===== config.mk =====
export PLATFORM = sky130hd
export DESIGN_NAME = cfr_flow_regs
export DESIGN_NICKNAME = d
export VERILOG_FILES = /design/src/verilog/cfr_pkg.sv /design/src/verilog/cfr_loop_count.sv /design/src/verilog/cfr_stack.sv /design/src/verilog/cfr_flow_regs.sv
export VERILOG_INCLUDE_DIRS = /design/src /design/src/verilog
export SDC_FILE = /design/constraint.sdc
export NUM_CORES = 1
export LEC_CHECK = 0
export BUFFER_PORTS_ARGS = -buffer_cell sky130_fd_sc_hd__buf_2
export CORE_MARGIN = 1
export CORE_UTILIZATION = 60
export CTS_CLUSTER_DIAMETER = 200
export DETAILED_ROUTE_END_ITERATION = 7
export PLACE_DENSITY = 0.77
export SETUP_SLACK_MARGIN = 0.5
export SLEW_MARGIN = 20
export SYNTH_ARGS = -nofsm -noshare
export SYNTH_HDL_FRONTEND = slang
export SYNTH_HIERARCHICAL = 1
export SYNTH_SLANG_ARGS = --single-unit

===== constraint.sdc =====
create_clock -name clk -period 3.4 [get_ports clk]
set_clock_uncertainty 0.2 [all_clocks]
set_input_delay 0.17 -clock clk [delete_from_list [all_inputs] [get_ports clk]]
set_output_delay 0.17 -clock clk [all_outputs]
set_load 0.05 [all_outputs]

===== src/verilog/cfr_cfg.svh =====
// constants for the core flow control register bank
`ifndef CFR_CFG_SVH
`define CFR_CFG_SVH

// ----------------------------------------------------------------
// register module and index selects
// ----------------------------------------------------------------
`define CFR_MOD_PFX 4'hB
`define CFR_MOD_IP 4'hC
`define CFR_MOD_SYS 4'hD
`define CFR_IDX_IP 4'h0
`define CFR_IDX_SP 4'h1
`define CFR_IDX_IV 4'h2
`define CFR_IDX_LC0 4'h6
`define CFR_IDX_LC1 4'h7

// ----------------------------------------------------------------
// field positions and widths
// ----------------------------------------------------------------
`define CFR_PFX_DATA_MSB 7
`define CFR_PFX_SRC_BIT 0
`define CFR_PFX_DST_MSB 2
`define CFR_PFX_DST_LSB 1
`define CFR_SP_MSB 3
`define CFR_STACK_DEPTH 16

// ----------------------------------------------------------------
// reset values
// ----------------------------------------------------------------
`define CFR_PFX_RST 16'h0000
`define CFR_PFX_IDX_RST 3'h0
`define CFR_IP_RST 16'h8000
`define CFR_SP_RST 4'hF
`define CFR_IV_RST 16'h0000
`define CFR_LC_RST 16'h0000
`define CFR_SP_PAD 12'h000

`endif


===== src/verilog/cfr_pkg.sv =====
// types shared by the flow control register bank
package cfr_pkg;
  typedef logic [15:0] cfr_word_t;
  typedef logic [3:0] cfr_sel_t;
  typedef logic [3:0] cfr_sp_t;
  typedef logic [2:0] cfr_pfx_idx_t;
  typedef logic [7:0] cfr_pfx_data_t;
  typedef logic [1:0] cfr_dst_hi_t;
endpackage


===== src/verilog/cfr_loop_count.sv =====
// one loop counter with load and decrement
`timescale 1ns/1ps
`include "cfr_cfg.svh"
module cfr_loop_count #(
  parameter cfr_pkg::cfr_word_t RST_VAL = `CFR_LC_RST
) (
  // clock and reset
  input wire logic clk,
  input wire logic arst_n,
  // direct register write
  input wire logic load_en,
  input wire cfr_pkg::cfr_word_t load_data,
  // decrement and branch
  input wire logic dec_en,
  output cfr_pkg::cfr_word_t count,
  output logic taken
);
  import cfr_pkg::*;

  // ----------------------------------------------------------------
  // counter
  // ----------------------------------------------------------------
  cfr_word_t count_reg;
  cfr_word_t count_next;
  wire cfr_word_t count_dec;

  assign count_dec = count_reg - 16'h0001;
  assign count_next = load_en ? load_data :
                      dec_en ? count_dec : count_reg;
  assign taken = dec_en && (count_dec != 16'h0000);
  assign count = count_reg;

  always_ff @(posedge clk or negedge arst_n) begin
    if (!arst_n) begin
      count_reg <= RST_VAL;
    end else begin
      count_reg <= count_next;
    end
  end

  // ----------------------------------------------------------------
  // checks
  // ----------------------------------------------------------------
  property p_lc_dec;
    @(posedge clk) disable iff (!arst_n)
      (dec_en && !load_en) |=> (count_reg == $past(count_reg) - 16'h0001);
  endproperty
  a_lc_dec: assert property (p_lc_dec)
    else $error("loop counter did not drop by one");

  property p_lc_taken;
    @(posedge clk) disable iff (!arst_n)
      dec_en |-> (taken == (count_reg != 16'h0001));
  endproperty
  a_lc_taken: assert property (p_lc_taken)
    else $error("branch decision does not match counter");
endmodule


===== src/verilog/cfr_stack.sv =====
// sixteen word hardware stack with its top pointer
`timescale 1ns/1ps
`include "cfr_cfg.svh"
module cfr_stack (
  // clock and reset
  input wire logic clk,
  input wire logic arst_n,
  // push and pop
  input wire logic push_en,
  input wire cfr_pkg::cfr_word_t push_data,
  input wire logic pop_en,
  output cfr_pkg::cfr_word_t pop_data,
  // pointer register access
  input wire logic sp_wr_en,
  input wire cfr_pkg::cfr_sp_t sp_wr_data,
  output cfr_pkg::cfr_sp_t sp
);
  import cfr_pkg::*;

  // ----------------------------------------------------------------
  // storage and pointer
  // ----------------------------------------------------------------
  cfr_word_t mem [`CFR_STACK_DEPTH];
  cfr_sp_t sp_reg;
  cfr_sp_t sp_next;
  cfr_word_t pop_reg;
  wire cfr_sp_t sp_inc;
  wire cfr_sp_t sp_dec;

  assign sp_inc = sp_reg + 4'h1;
  assign sp_dec = sp_reg - 4'h1;
  // write then increment, decrement then read
  assign sp_next = sp_wr_en ? sp_wr_data :
                   push_en ? sp_inc :
                   pop_en ? sp_dec : sp_reg;
  assign sp = sp_reg;
  assign pop_data = pop_reg;

  always_ff @(posedge clk or negedge arst_n) begin
    if (!arst_n) begin
      sp_reg <= `CFR_SP_RST;
      pop_reg <= 16'h0000;
    end else begin
      sp_reg <= sp_next;
      if (pop_en && !push_en) begin
        pop_reg <= mem[sp_dec];
      end
    end
  end

  always_ff @(posedge clk) begin
    if (push_en) begin
      mem[sp_reg] <= push_data;
    end
  end

  // ----------------------------------------------------------------
  // checks
  // ----------------------------------------------------------------
  property p_sp_push;
    @(posedge clk) disable iff (!arst_n)
      (push_en && !sp_wr_en) |=> (sp_reg == $past(sp_reg) + 4'h1);
  endproperty
  a_sp_push: assert property (p_sp_push)
    else $error("pointer did not rise after push");

  property p_sp_round;
    @(posedge clk) disable iff (!arst_n)
      (push_en && !pop_en && !sp_wr_en) ##1
      (pop_en && !push_en && !sp_wr_en)
      |=> (pop_data == $past(push_data, 2)) && (sp_reg == $past(sp_reg, 2));
  endproperty
  a_sp_round: assert property (p_sp_round)
    else $error("pop did not return the last pushed word");
endmodule


===== src/verilog/cfr_flow_regs.sv =====
// core flow control registers: prefix, fetch address, stack, vector, loops
`timescale 1ns/1ps
`include "cfr_cfg.svh"
module cfr_flow_regs (
  // clock and reset
  input wire logic clk,
  input wire logic arst_n,
  // register write port
  input wire logic wr_en,
  input wire cfr_pkg::cfr_sel_t wr_mod,
  input wire cfr_pkg::cfr_sel_t wr_idx,
  input wire cfr_pkg::cfr_word_t wr_data,
  // register read port
  input wire logic rd_en,
  input wire cfr_pkg::cfr_sel_t rd_mod,
  input wire cfr_pkg::cfr_sel_t rd_idx,
  output cfr_pkg::cfr_word_t rd_data,
  // program fetch
  input wire logic fetch_en,
  output cfr_pkg::cfr_word_t fetch_addr,
  // operand prefix to the decoder
  output cfr_pkg::cfr_pfx_data_t pfx_data,
  output logic pfx_src_hi,
  output cfr_pkg::cfr_dst_hi_t pfx_dst_hi,
  // stack
  input wire logic push_en,
  input wire cfr_pkg::cfr_word_t push_data,
  input wire logic pop_en,
  output cfr_pkg::cfr_word_t pop_data,
  output cfr_pkg::cfr_sp_t stack_top,
  // interrupt acknowledge
  input wire logic int_ack,
  // decrement and jump
  input wire logic decrement_jump_nonzero_en,
  input wire logic decrement_jump_nonzero_sel,
  input wire cfr_pkg::cfr_word_t decrement_jump_nonzero_target,
  output logic decrement_jump_nonzero_taken
);
  import cfr_pkg::*;

  // ----------------------------------------------------------------
  // registers
  // ----------------------------------------------------------------
  cfr_word_t pfx_reg;
  cfr_word_t pfx_next;
  cfr_pfx_idx_t pfx_idx_reg;
  cfr_pfx_idx_t pfx_idx_next;
  cfr_word_t ip_reg;
  cfr_word_t ip_next;
  cfr_word_t iv_reg;
  cfr_word_t iv_next;
  cfr_word_t rd_data_reg;
  cfr_word_t rd_data_next;
  logic decrement_jump_nonzero_taken_reg;
  logic seen_reg;
  wire cfr_word_t lc0_count;
  wire cfr_word_t lc1_count;
  wire cfr_sp_t stack_top_w;

  // ----------------------------------------------------------------
  // write decode
  // ----------------------------------------------------------------
  wire logic wr_pfx;
  wire logic wr_ip;
  wire logic wr_sys;
  wire logic wr_sp;
  wire logic wr_iv;
  wire logic wr_lc0;
  wire logic wr_lc1;

  // any prefix index reaches the same register
  assign wr_pfx = wr_en && (wr_mod == `CFR_MOD_PFX);
  assign wr_ip = wr_en && (wr_mod == `CFR_MOD_IP) &&
                 (wr_idx == `CFR_IDX_IP);
  assign wr_sys = wr_en && (wr_mod == `CFR_MOD_SYS);
  assign wr_sp = wr_sys && (wr_idx == `CFR_IDX_SP);
  assign wr_iv = wr_sys && (wr_idx == `CFR_IDX_IV);
  assign wr_lc0 = wr_sys && (wr_idx == `CFR_IDX_LC0);
  assign wr_lc1 = wr_sys && (wr_idx == `CFR_IDX_LC1);

  // ----------------------------------------------------------------
  // read decode
  // ----------------------------------------------------------------
  wire logic rd_pfx;
  wire logic rd_ip;
  wire logic rd_sys;
  wire logic rd_sp;
  wire logic rd_iv;
  wire logic rd_lc0;
  wire logic rd_lc1;
  wire cfr_word_t sp_word;
  wire cfr_word_t rd_sel;

  assign rd_pfx = rd_mod == `CFR_MOD_PFX;
  assign rd_ip = (rd_mod == `CFR_MOD_IP) && (rd_idx == `CFR_IDX_IP);
  assign rd_sys = rd_mod == `CFR_MOD_SYS;
  assign rd_sp = rd_sys && (rd_idx == `CFR_IDX_SP);
  assign rd_iv = rd_sys && (rd_idx == `CFR_IDX_IV);
  assign rd_lc0 = rd_sys && (rd_idx == `CFR_IDX_LC0);
  assign rd_lc1 = rd_sys && (rd_idx == `CFR_IDX_LC1);
  // upper pointer bits are reserved and read zero
  assign sp_word = {`CFR_SP_PAD, stack_top_w};
  assign rd_sel = rd_pfx ? pfx_reg :
                  rd_ip ? ip_reg :
                  rd_sp ? sp_word :
                  rd_iv ? iv_reg :
                  rd_lc0 ? lc0_count :
                  rd_lc1 ? lc1_count : 16'h0000;
  assign rd_data_next = rd_en ? rd_sel : rd_data_reg;

  // ----------------------------------------------------------------
  // operand prefix
  // ----------------------------------------------------------------
  // held for one cycle only, then back to the default selection
  assign pfx_next = wr_pfx ? wr_data : `CFR_PFX_RST;
  assign pfx_idx_next = wr_pfx ? wr_idx[2:0] : `CFR_PFX_IDX_RST;

  // ----------------------------------------------------------------
  // loop counters
  // ----------------------------------------------------------------
  wire logic lc0_taken;
  wire logic lc1_taken;
  wire logic decrement_jump_nonzero_dec0;
  wire logic decrement_jump_nonzero_dec1;
  wire logic jump_taken;

  assign decrement_jump_nonzero_dec0 = decrement_jump_nonzero_en && !decrement_jump_nonzero_sel;
  assign decrement_jump_nonzero_dec1 = decrement_jump_nonzero_en && decrement_jump_nonzero_sel;
  assign jump_taken = lc0_taken || lc1_taken;

  cfr_loop_count #(
    .RST_VAL(`CFR_LC_RST)
  ) u_loop_zero (
    .clk(clk),
    .arst_n(arst_n),
    .load_en(wr_lc0),
    .load_data(wr_data),
    .dec_en(decrement_jump_nonzero_dec0),
    .count(lc0_count),
    .taken(lc0_taken)
  );

  cfr_loop_count #(
    .RST_VAL(`CFR_LC_RST)
  ) u_loop_one (
    .clk(clk),
    .arst_n(arst_n),
    .load_en(wr_lc1),
    .load_data(wr_data),
    .dec_en(decrement_jump_nonzero_dec1),
    .count(lc1_count),
    .taken(lc1_taken)
  );

  // ----------------------------------------------------------------
  // stack
  // ----------------------------------------------------------------
  wire logic stk_push;
  wire cfr_word_t stk_data;

  // interrupt call saves the return address
  assign stk_push = push_en || int_ack;
  assign stk_data = int_ack ? ip_reg : push_data;

  cfr_stack u_stack (
    .clk(clk),
    .arst_n(arst_n),
    .push_en(stk_push),
    .push_data(stk_data),
    .pop_en(pop_en),
    .pop_data(pop_data),
    .sp_wr_en(wr_sp),
    .sp_wr_data(wr_data[`CFR_SP_MSB:0]),
    .sp(stack_top_w)
  );

  // ----------------------------------------------------------------
  // fetch address and vector
  // ----------------------------------------------------------------
  // call beats a write, a write beats a branch, a branch beats a fetch
  assign ip_next = int_ack ? iv_reg :
                   wr_ip ? wr_data :
                   jump_taken ? decrement_jump_nonzero_target :
                   fetch_en ? ip_reg + 16'h0001 :
                   ip_reg;
  assign iv_next = wr_iv ? wr_data : iv_reg;

  // ----------------------------------------------------------------
  // flip-flops
  // ----------------------------------------------------------------
  always_ff @(posedge clk or negedge arst_n) begin
    if (!arst_n) begin
      pfx_reg <= `CFR_PFX_RST;
      pfx_idx_reg <= `CFR_PFX_IDX_RST;
      ip_reg <= `CFR_IP_RST;
      iv_reg <= `CFR_IV_RST;
      rd_data_reg <= 16'h0000;
      decrement_jump_nonzero_taken_reg <= 1'b0;
      seen_reg <= 1'b0;
    end else begin
      pfx_reg <= pfx_next;
      pfx_idx_reg <= pfx_idx_next;
      ip_reg <= ip_next;
      iv_reg <= iv_next;
      rd_data_reg <= rd_data_next;
      decrement_jump_nonzero_taken_reg <= jump_taken;
      seen_reg <= 1'b1;
    end
  end

  // ----------------------------------------------------------------
  // outputs
  // ----------------------------------------------------------------
  assign rd_data = rd_data_reg;
  assign fetch_addr = ip_reg;
  assign pfx_data = pfx_reg[`CFR_PFX_DATA_MSB:0];
  assign pfx_src_hi = pfx_idx_reg[`CFR_PFX_SRC_BIT];
  assign pfx_dst_hi = pfx_idx_reg[`CFR_PFX_DST_MSB:`CFR_PFX_DST_LSB];
  assign stack_top = stack_top_w;
  assign decrement_jump_nonzero_taken = decrement_jump_nonzero_taken_reg;

  // ----------------------------------------------------------------
  // checks
  // ----------------------------------------------------------------
  property p_pfx_clear;
    @(posedge clk) disable iff (!arst_n)
      (wr_pfx ##1 !wr_pfx) |=>
      (pfx_reg == 16'h0000) && (pfx_dst_hi == 2'h0) && !pfx_src_hi;
  endproperty
  a_pfx_clear: assert property (p_pfx_clear)
    else $error("prefix did not clear after one cycle");

  property p_pfx_index;
    @(posedge clk) disable iff (!arst_n)
      wr_pfx |=> (pfx_src_hi == $past(wr_idx[0])) &&
                 (pfx_dst_hi == $past(wr_idx[2:1]));
  endproperty
  a_pfx_index: assert property (p_pfx_index)
    else $error("prefix index did not set high select bits");

  property p_pfx_data;
    @(posedge clk) disable iff (!arst_n)
      wr_pfx |=> (pfx_data == $past(wr_data[7:0])) &&
                 (pfx_reg == $past(wr_data));
  endproperty
  a_pfx_data: assert property (p_pfx_data)
    else $error("prefix data not passed on");

  property p_reset_vals;
    @(posedge clk) disable iff (!arst_n)
      !seen_reg |-> (fetch_addr == 16'h8000) && (stack_top == 4'hF) &&
                    (iv_reg == 16'h0000) && (lc0_count == 16'h0000) &&
                    (lc1_count == 16'h0000);
  endproperty
  a_reset_vals: assert property (p_reset_vals)
    else $error("register reset value wrong");

  property p_ip_inc;
    @(posedge clk) disable iff (!arst_n)
      (fetch_en && !int_ack && !wr_ip && !jump_taken) |=>
      (fetch_addr == $past(fetch_addr) + 16'h0001);
  endproperty
  a_ip_inc: assert property (p_ip_inc)
    else $error("fetch address did not step by one");

  property p_ip_write;
    @(posedge clk) disable iff (!arst_n)
      (wr_ip && !int_ack) |=> (fetch_addr == $past(wr_data));
  endproperty
  a_ip_write: assert property (p_ip_write)
    else $error("write to fetch address did not jump");

  property p_ip_hold;
    @(posedge clk) disable iff (!arst_n)
      (!fetch_en && !int_ack && !wr_ip && !decrement_jump_nonzero_en) |=> $stable(fetch_addr);
  endproperty
  a_ip_hold: assert property (p_ip_hold)
    else $error("fetch address moved without cause");

  property p_sp_read;
    @(posedge clk) disable iff (!arst_n)
      (rd_en && rd_sp) |=> (rd_data[15:4] == 12'h000) &&
                          (rd_data[3:0] == $past(stack_top));
  endproperty
  a_sp_read: assert property (p_sp_read)
    else $error("stack pointer read shows reserved bits");

  property p_int_call;
    @(posedge clk) disable iff (!arst_n)
      (int_ack && !wr_sp) |=> (fetch_addr == $past(iv_reg)) &&
                  (stack_top == $past(stack_top) + 4'h1);
  endproperty
  a_int_call: assert property (p_int_call)
    else $error("interrupt acknowledge did not call the vector");

  property p_djnz0;
    @(posedge clk) disable iff (!arst_n)
      (decrement_jump_nonzero_dec0 && !int_ack && !wr_ip && (lc0_count != 16'h0001)) |=>
      (fetch_addr == $past(decrement_jump_nonzero_target)) && decrement_jump_nonzero_taken;
  endproperty
  a_djnz0: assert property (p_djnz0)
    else $error("counter zero branch not taken");

  property p_djnz1;
    @(posedge clk) disable iff (!arst_n)
      (decrement_jump_nonzero_dec1 && !int_ack && !wr_ip && !wr_lc1 &&
       (lc1_count == 16'h0001)) |=>
      !decrement_jump_nonzero_taken && (lc1_count == 16'h0000);
  endproperty
  a_djnz1: assert property (p_djnz1)
    else $error("counter one branch taken at zero");
endmodule


==> impl_metrics.py <==
metrics = {
    "outcome": {
        "status": "finished, final reports clean",
    },
    "synth": {
        "syn_area_per_cell_sq_um": 14.2,
        "synthFlopType": "edfxtp_1",
        "netlist_area_sq_um": 17100,
        "synthArstFlopShare": 0.319,
        "yosys_warnings": 6,
        "syn_nets": 1286,
        "ys_seq_elements": 376,
        "synth_edf_count": 256,
        "syn_inst": 1202,
        "seq_area_frac_synth": 0.627,
        "ys_types": 78,
    },
    "floorplanning": {
        "coreArea_sq_um": 27900,
        "die_w_um": 171,
        "initial_utilization": 0.613,
        "fp-row-count": 61,
        "die-area_sq_um": 29100,
        "ioPinCount": 138,
        "die_h_um": 171,
    },
    "power": {
        "cellPowerDensity_nw_per_um2": 837,
        "leakage_nw": 7.53,
        "pwr-share-comb": 0.390,
        "power.switching_mw": 5.78,
        "pwr-share-seq": 0.382,
        "p_clk_frac": 0.228,
        "p_int_mw": 11.0,
        "swShare": 0.344,
        "irDropWorstVdd_v": 0.000524,
    },
    "critical_path": {
        "cp_max_fo": 7,
        "slowest_stage": "or4_4",
        "r2r_start": "u_loop_zero/count[4]$_DFFE_PN0P_",
        "crit_start": "u_loop_zero/count[4]$_DFFE_PN0P_",
        "cp-end-kind": "flop",
        "slowest_delay_ps": 570,
        "worstPathRequired_ps": 3610,
        "startpoint_type": "flop",
        "critPathArrivalTime_ps": 3180,
        "crit_chain": "or4_4 -> nor3_4 -> nand3b_1 -> a221oi_2 -> a21boi_1 -> nor2_2 -> buf_6 -> clkinv_2 -> a221o_1 -> o21ai_0 -> a2bb2oi_1",
        "criticalPathCategory": "reg -> reg",
    },
    "finish": {
        "fill_cells": 1772,
        "n_antenna_cell": 0,
        "layout_commonest_cell": "edfxtp_1",
        "layout_common_cells": "edfxtp_1 (256), buf_2 (136), dfrtp_1 (112)",
        "layout-drive-gt1-share": 0.290,
        "nets": 1491,
        "top_register": "u_stack/mem",
        "fin_util": 0.721,
        "largest_reg_flops": 256,
        "area_delta_synth_final_pct": 17.7,
    },
    "routing": {
        "wl_per_cell_um": 24.7,
        "wirelength_mm": 44.8,
        "drt_iter0_markers": 1492,
        "via_per_inst": 6.37,
        "drt-pass1-iter-count": 6,
        "ant_nets": 0,
        "num_vias": 11600,
        "drc": 0,
    },
    "placed_design": {
        "numPortBuffers": 137,
        "hpwl_mm": 28.9,
        "pre_cts_slack_ps": 233,
        "gp_congestion": 0.909,
    },
    "worst_hold_path": {
        "worstHoldStart": "pop_en",
        "hp-class": "in -> reg",
    },
    "clocking": {
        "clock_path_buffers": 3,
        "cts-root-buf": "clkbuf_16",
        "path_clk_slew_ps": 60,
        "clock_sinks": 376,
        "cts_tree": "built",
        "cts_buffers": 37,
        "clkLatencyLatePin_ps": 530,
        "htree_levels": 2,
    },
    "sta": {
        "period_share": 0.874,
        "tns_ps": 0,
        "timing.fmax_mhz": 337,
        "tightest_slew_ps": 1090,
        "worst_slack_ps": 430,
        "finalHoldViolCount": 0,
        "setup_viol": 0,
        "rsz0062_at_grt": "yes",
        "slew_headroom": 0.273,
        "fin_crit_ps": 2970,
        "maxSlewViolCount": 0,
    },
    "global_routing": {
        "grt_max_degree": 65,
        "grt_pass1_vias": 11400,
        "grt_usage": 0.312,
        "grt_overflow": 0,
        "grt_pass1_wl_mm": 66.8,
        "antenna_found_initial": 0,
    },
    "flow_run": {
        "drv_cap": 0,
    },
}
==> worst paths after layout <==
path,endpoint,slack (ps),depth (start not counted)
max,fetch_addr[12]$_DFFE_PN0P_,430,11
min,u_stack/sp[1]$_DFFE_PN1P_,5,4
max reg2reg,fetch_addr[12]$_DFFE_PN0P_,430,11
min reg2reg,u_stack/pop_data[4]$_DFFE_PN0P_,320,2
max in group asynchronous,u_stack/sp[1]$_DFFE_PN1P_,2050,3
min in group asynchronous,pfx_reg[12]$_DFF_PN0_,50,2
==> cells in the mapped netlist (5+ instances only) <==
| cell | number | area share |
|---|---|---|
| nand2_1 | 90 | 0.020 |
| a21o_1 | 5 | 0.0022 |
| nand2b_1 | 23 | 0.0084 |
| inv_1 | 10 | 0.0022 |
| and3_1 | 7 | 0.0026 |
| a221oi_1 | 7 | 0.0036 |
| nor4_1 | 10 | 0.0037 |
| a31oi_1 | 6 | 0.0022 |
| o21ai_0 | 60 | 0.018 |
| edfxtp_1 | 256 | 0.45 |
| dfstp_2 | 5 | 0.0077 |
| o211ai_1 | 12 | 0.0053 |
| mux2_1 | 24 | 0.016 |
| nand4_1 | 17 | 0.0062 |
| xnor2_1 | 32 | 0.016 |
| a21oi_1 | 42 | 0.012 |
| nor3_1 | 22 | 0.0064 |
| mux2_2 | 71 | 0.047 |
| nor2_1 | 66 | 0.015 |
| nand3_1 | 10 | 0.0029 |
| xor2_1 | 15 | 0.0077 |
| a32o_1 | 12 | 0.0070 |
| and2_1 | 20 | 0.0073 |
| o21ai_1 | 6 | 0.0018 |
| ha_1 | 10 | 0.0073 |
| a22oi_1 | 32 | 0.014 |
| buf_2 | 10 | 0.0029 |
| buf_4 | 15 | 0.0066 |
| buf_6 | 12 | 0.0079 |
| o22ai_1 | 16 | 0.0059 |
| clkbuf_1 | 35 | 0.0077 |
| mux4_2 | 45 | 0.059 |
| dfrtp_1 | 115 | 0.17 |
==> power by group through the flow <==
stage | registers [mW] | clock network, mW | logic [mW]
floorplan | 6.77 | 0 | 4.08
global placement | 6.44 | 0 | 6.07
detailed placement | 6.49 | 0 | 6.16
CTS | 6.40 | 3.88 | 6.37
global route | 6.48 | 4.04 | 6.94
finish | 6.42 | 3.84 | 6.56
==> cell families after synthesis <==
logic type,count (synthesis),share of synthesized area
flip-flops,376,0.627
AND/OR/NAND/NOR,308,0.0972
AO/OA/AOI/OAI,226,0.0858
multiplexers,146,0.128
buffers and inverters,88,0.0297
XOR/XNOR,48,0.0251
adder cells (fa/ha/maj),10,0.00733
==> worst max-delay path: cells and delay by family (launching register included) <==
kind,cells,cell delay (ps)
flops,1,400
compound gates,5,1000
simple gates,4,970
buf+inv,2,270
==> layout make-up <==
cell class	count	area, sq um	share of cell area
Tap cell	378	473	0.0235
Multi-Input combinational cell	738	5990	0.298
Inverter	12	55.1	0.00274
Clock inverter	11	77.6	0.00386
Timing Repair Buffer	241	1730	0.0863
Clock buffer	57	1050	0.0524
Sequential cell	376	10700	0.533
Timing Repair inverter	1	5.00	0.000249
==> through the flow <==
step	hold WS [ps]	instances	total power [mW]	cell area [sq um]
2_1_floorplan	-326	1202	10.8	17100
3_3_place_gp	82.9	1690	12.5	18300
3_5_place_dp	87.8	1690	12.6	18300
4_1_cts	2.26	1810	16.6	20000
5_1_grt	40.6	1814	17.5	20100
6_report	5.06	1814	16.8	20100
==> metal layers <==
metal / vias up / GRT usage / part of all wire
met5: - / 0 / 0
met3: 104 / 0.0657 / 0.11
li1: 5028 / - / -
met4: 0 / 0.109 / 0.031
met2: 698 / 0.486 / 0.47
met1: 5728 / 0.439 / 0.40
==> repair_timing <==
item / in CTS / in global routing
gates cloned: 1 / 1
buffers inserted: 9 / 2
hold buffers: 42 / 1
pin swaps: 6 / 6
gates resized for setup: 8 / 15
endpoints found under the setup margin: 26 / 20
endpoints found under the hold margin: 157 / 19
No activity file was read; power rests on OpenSTA's default activity.
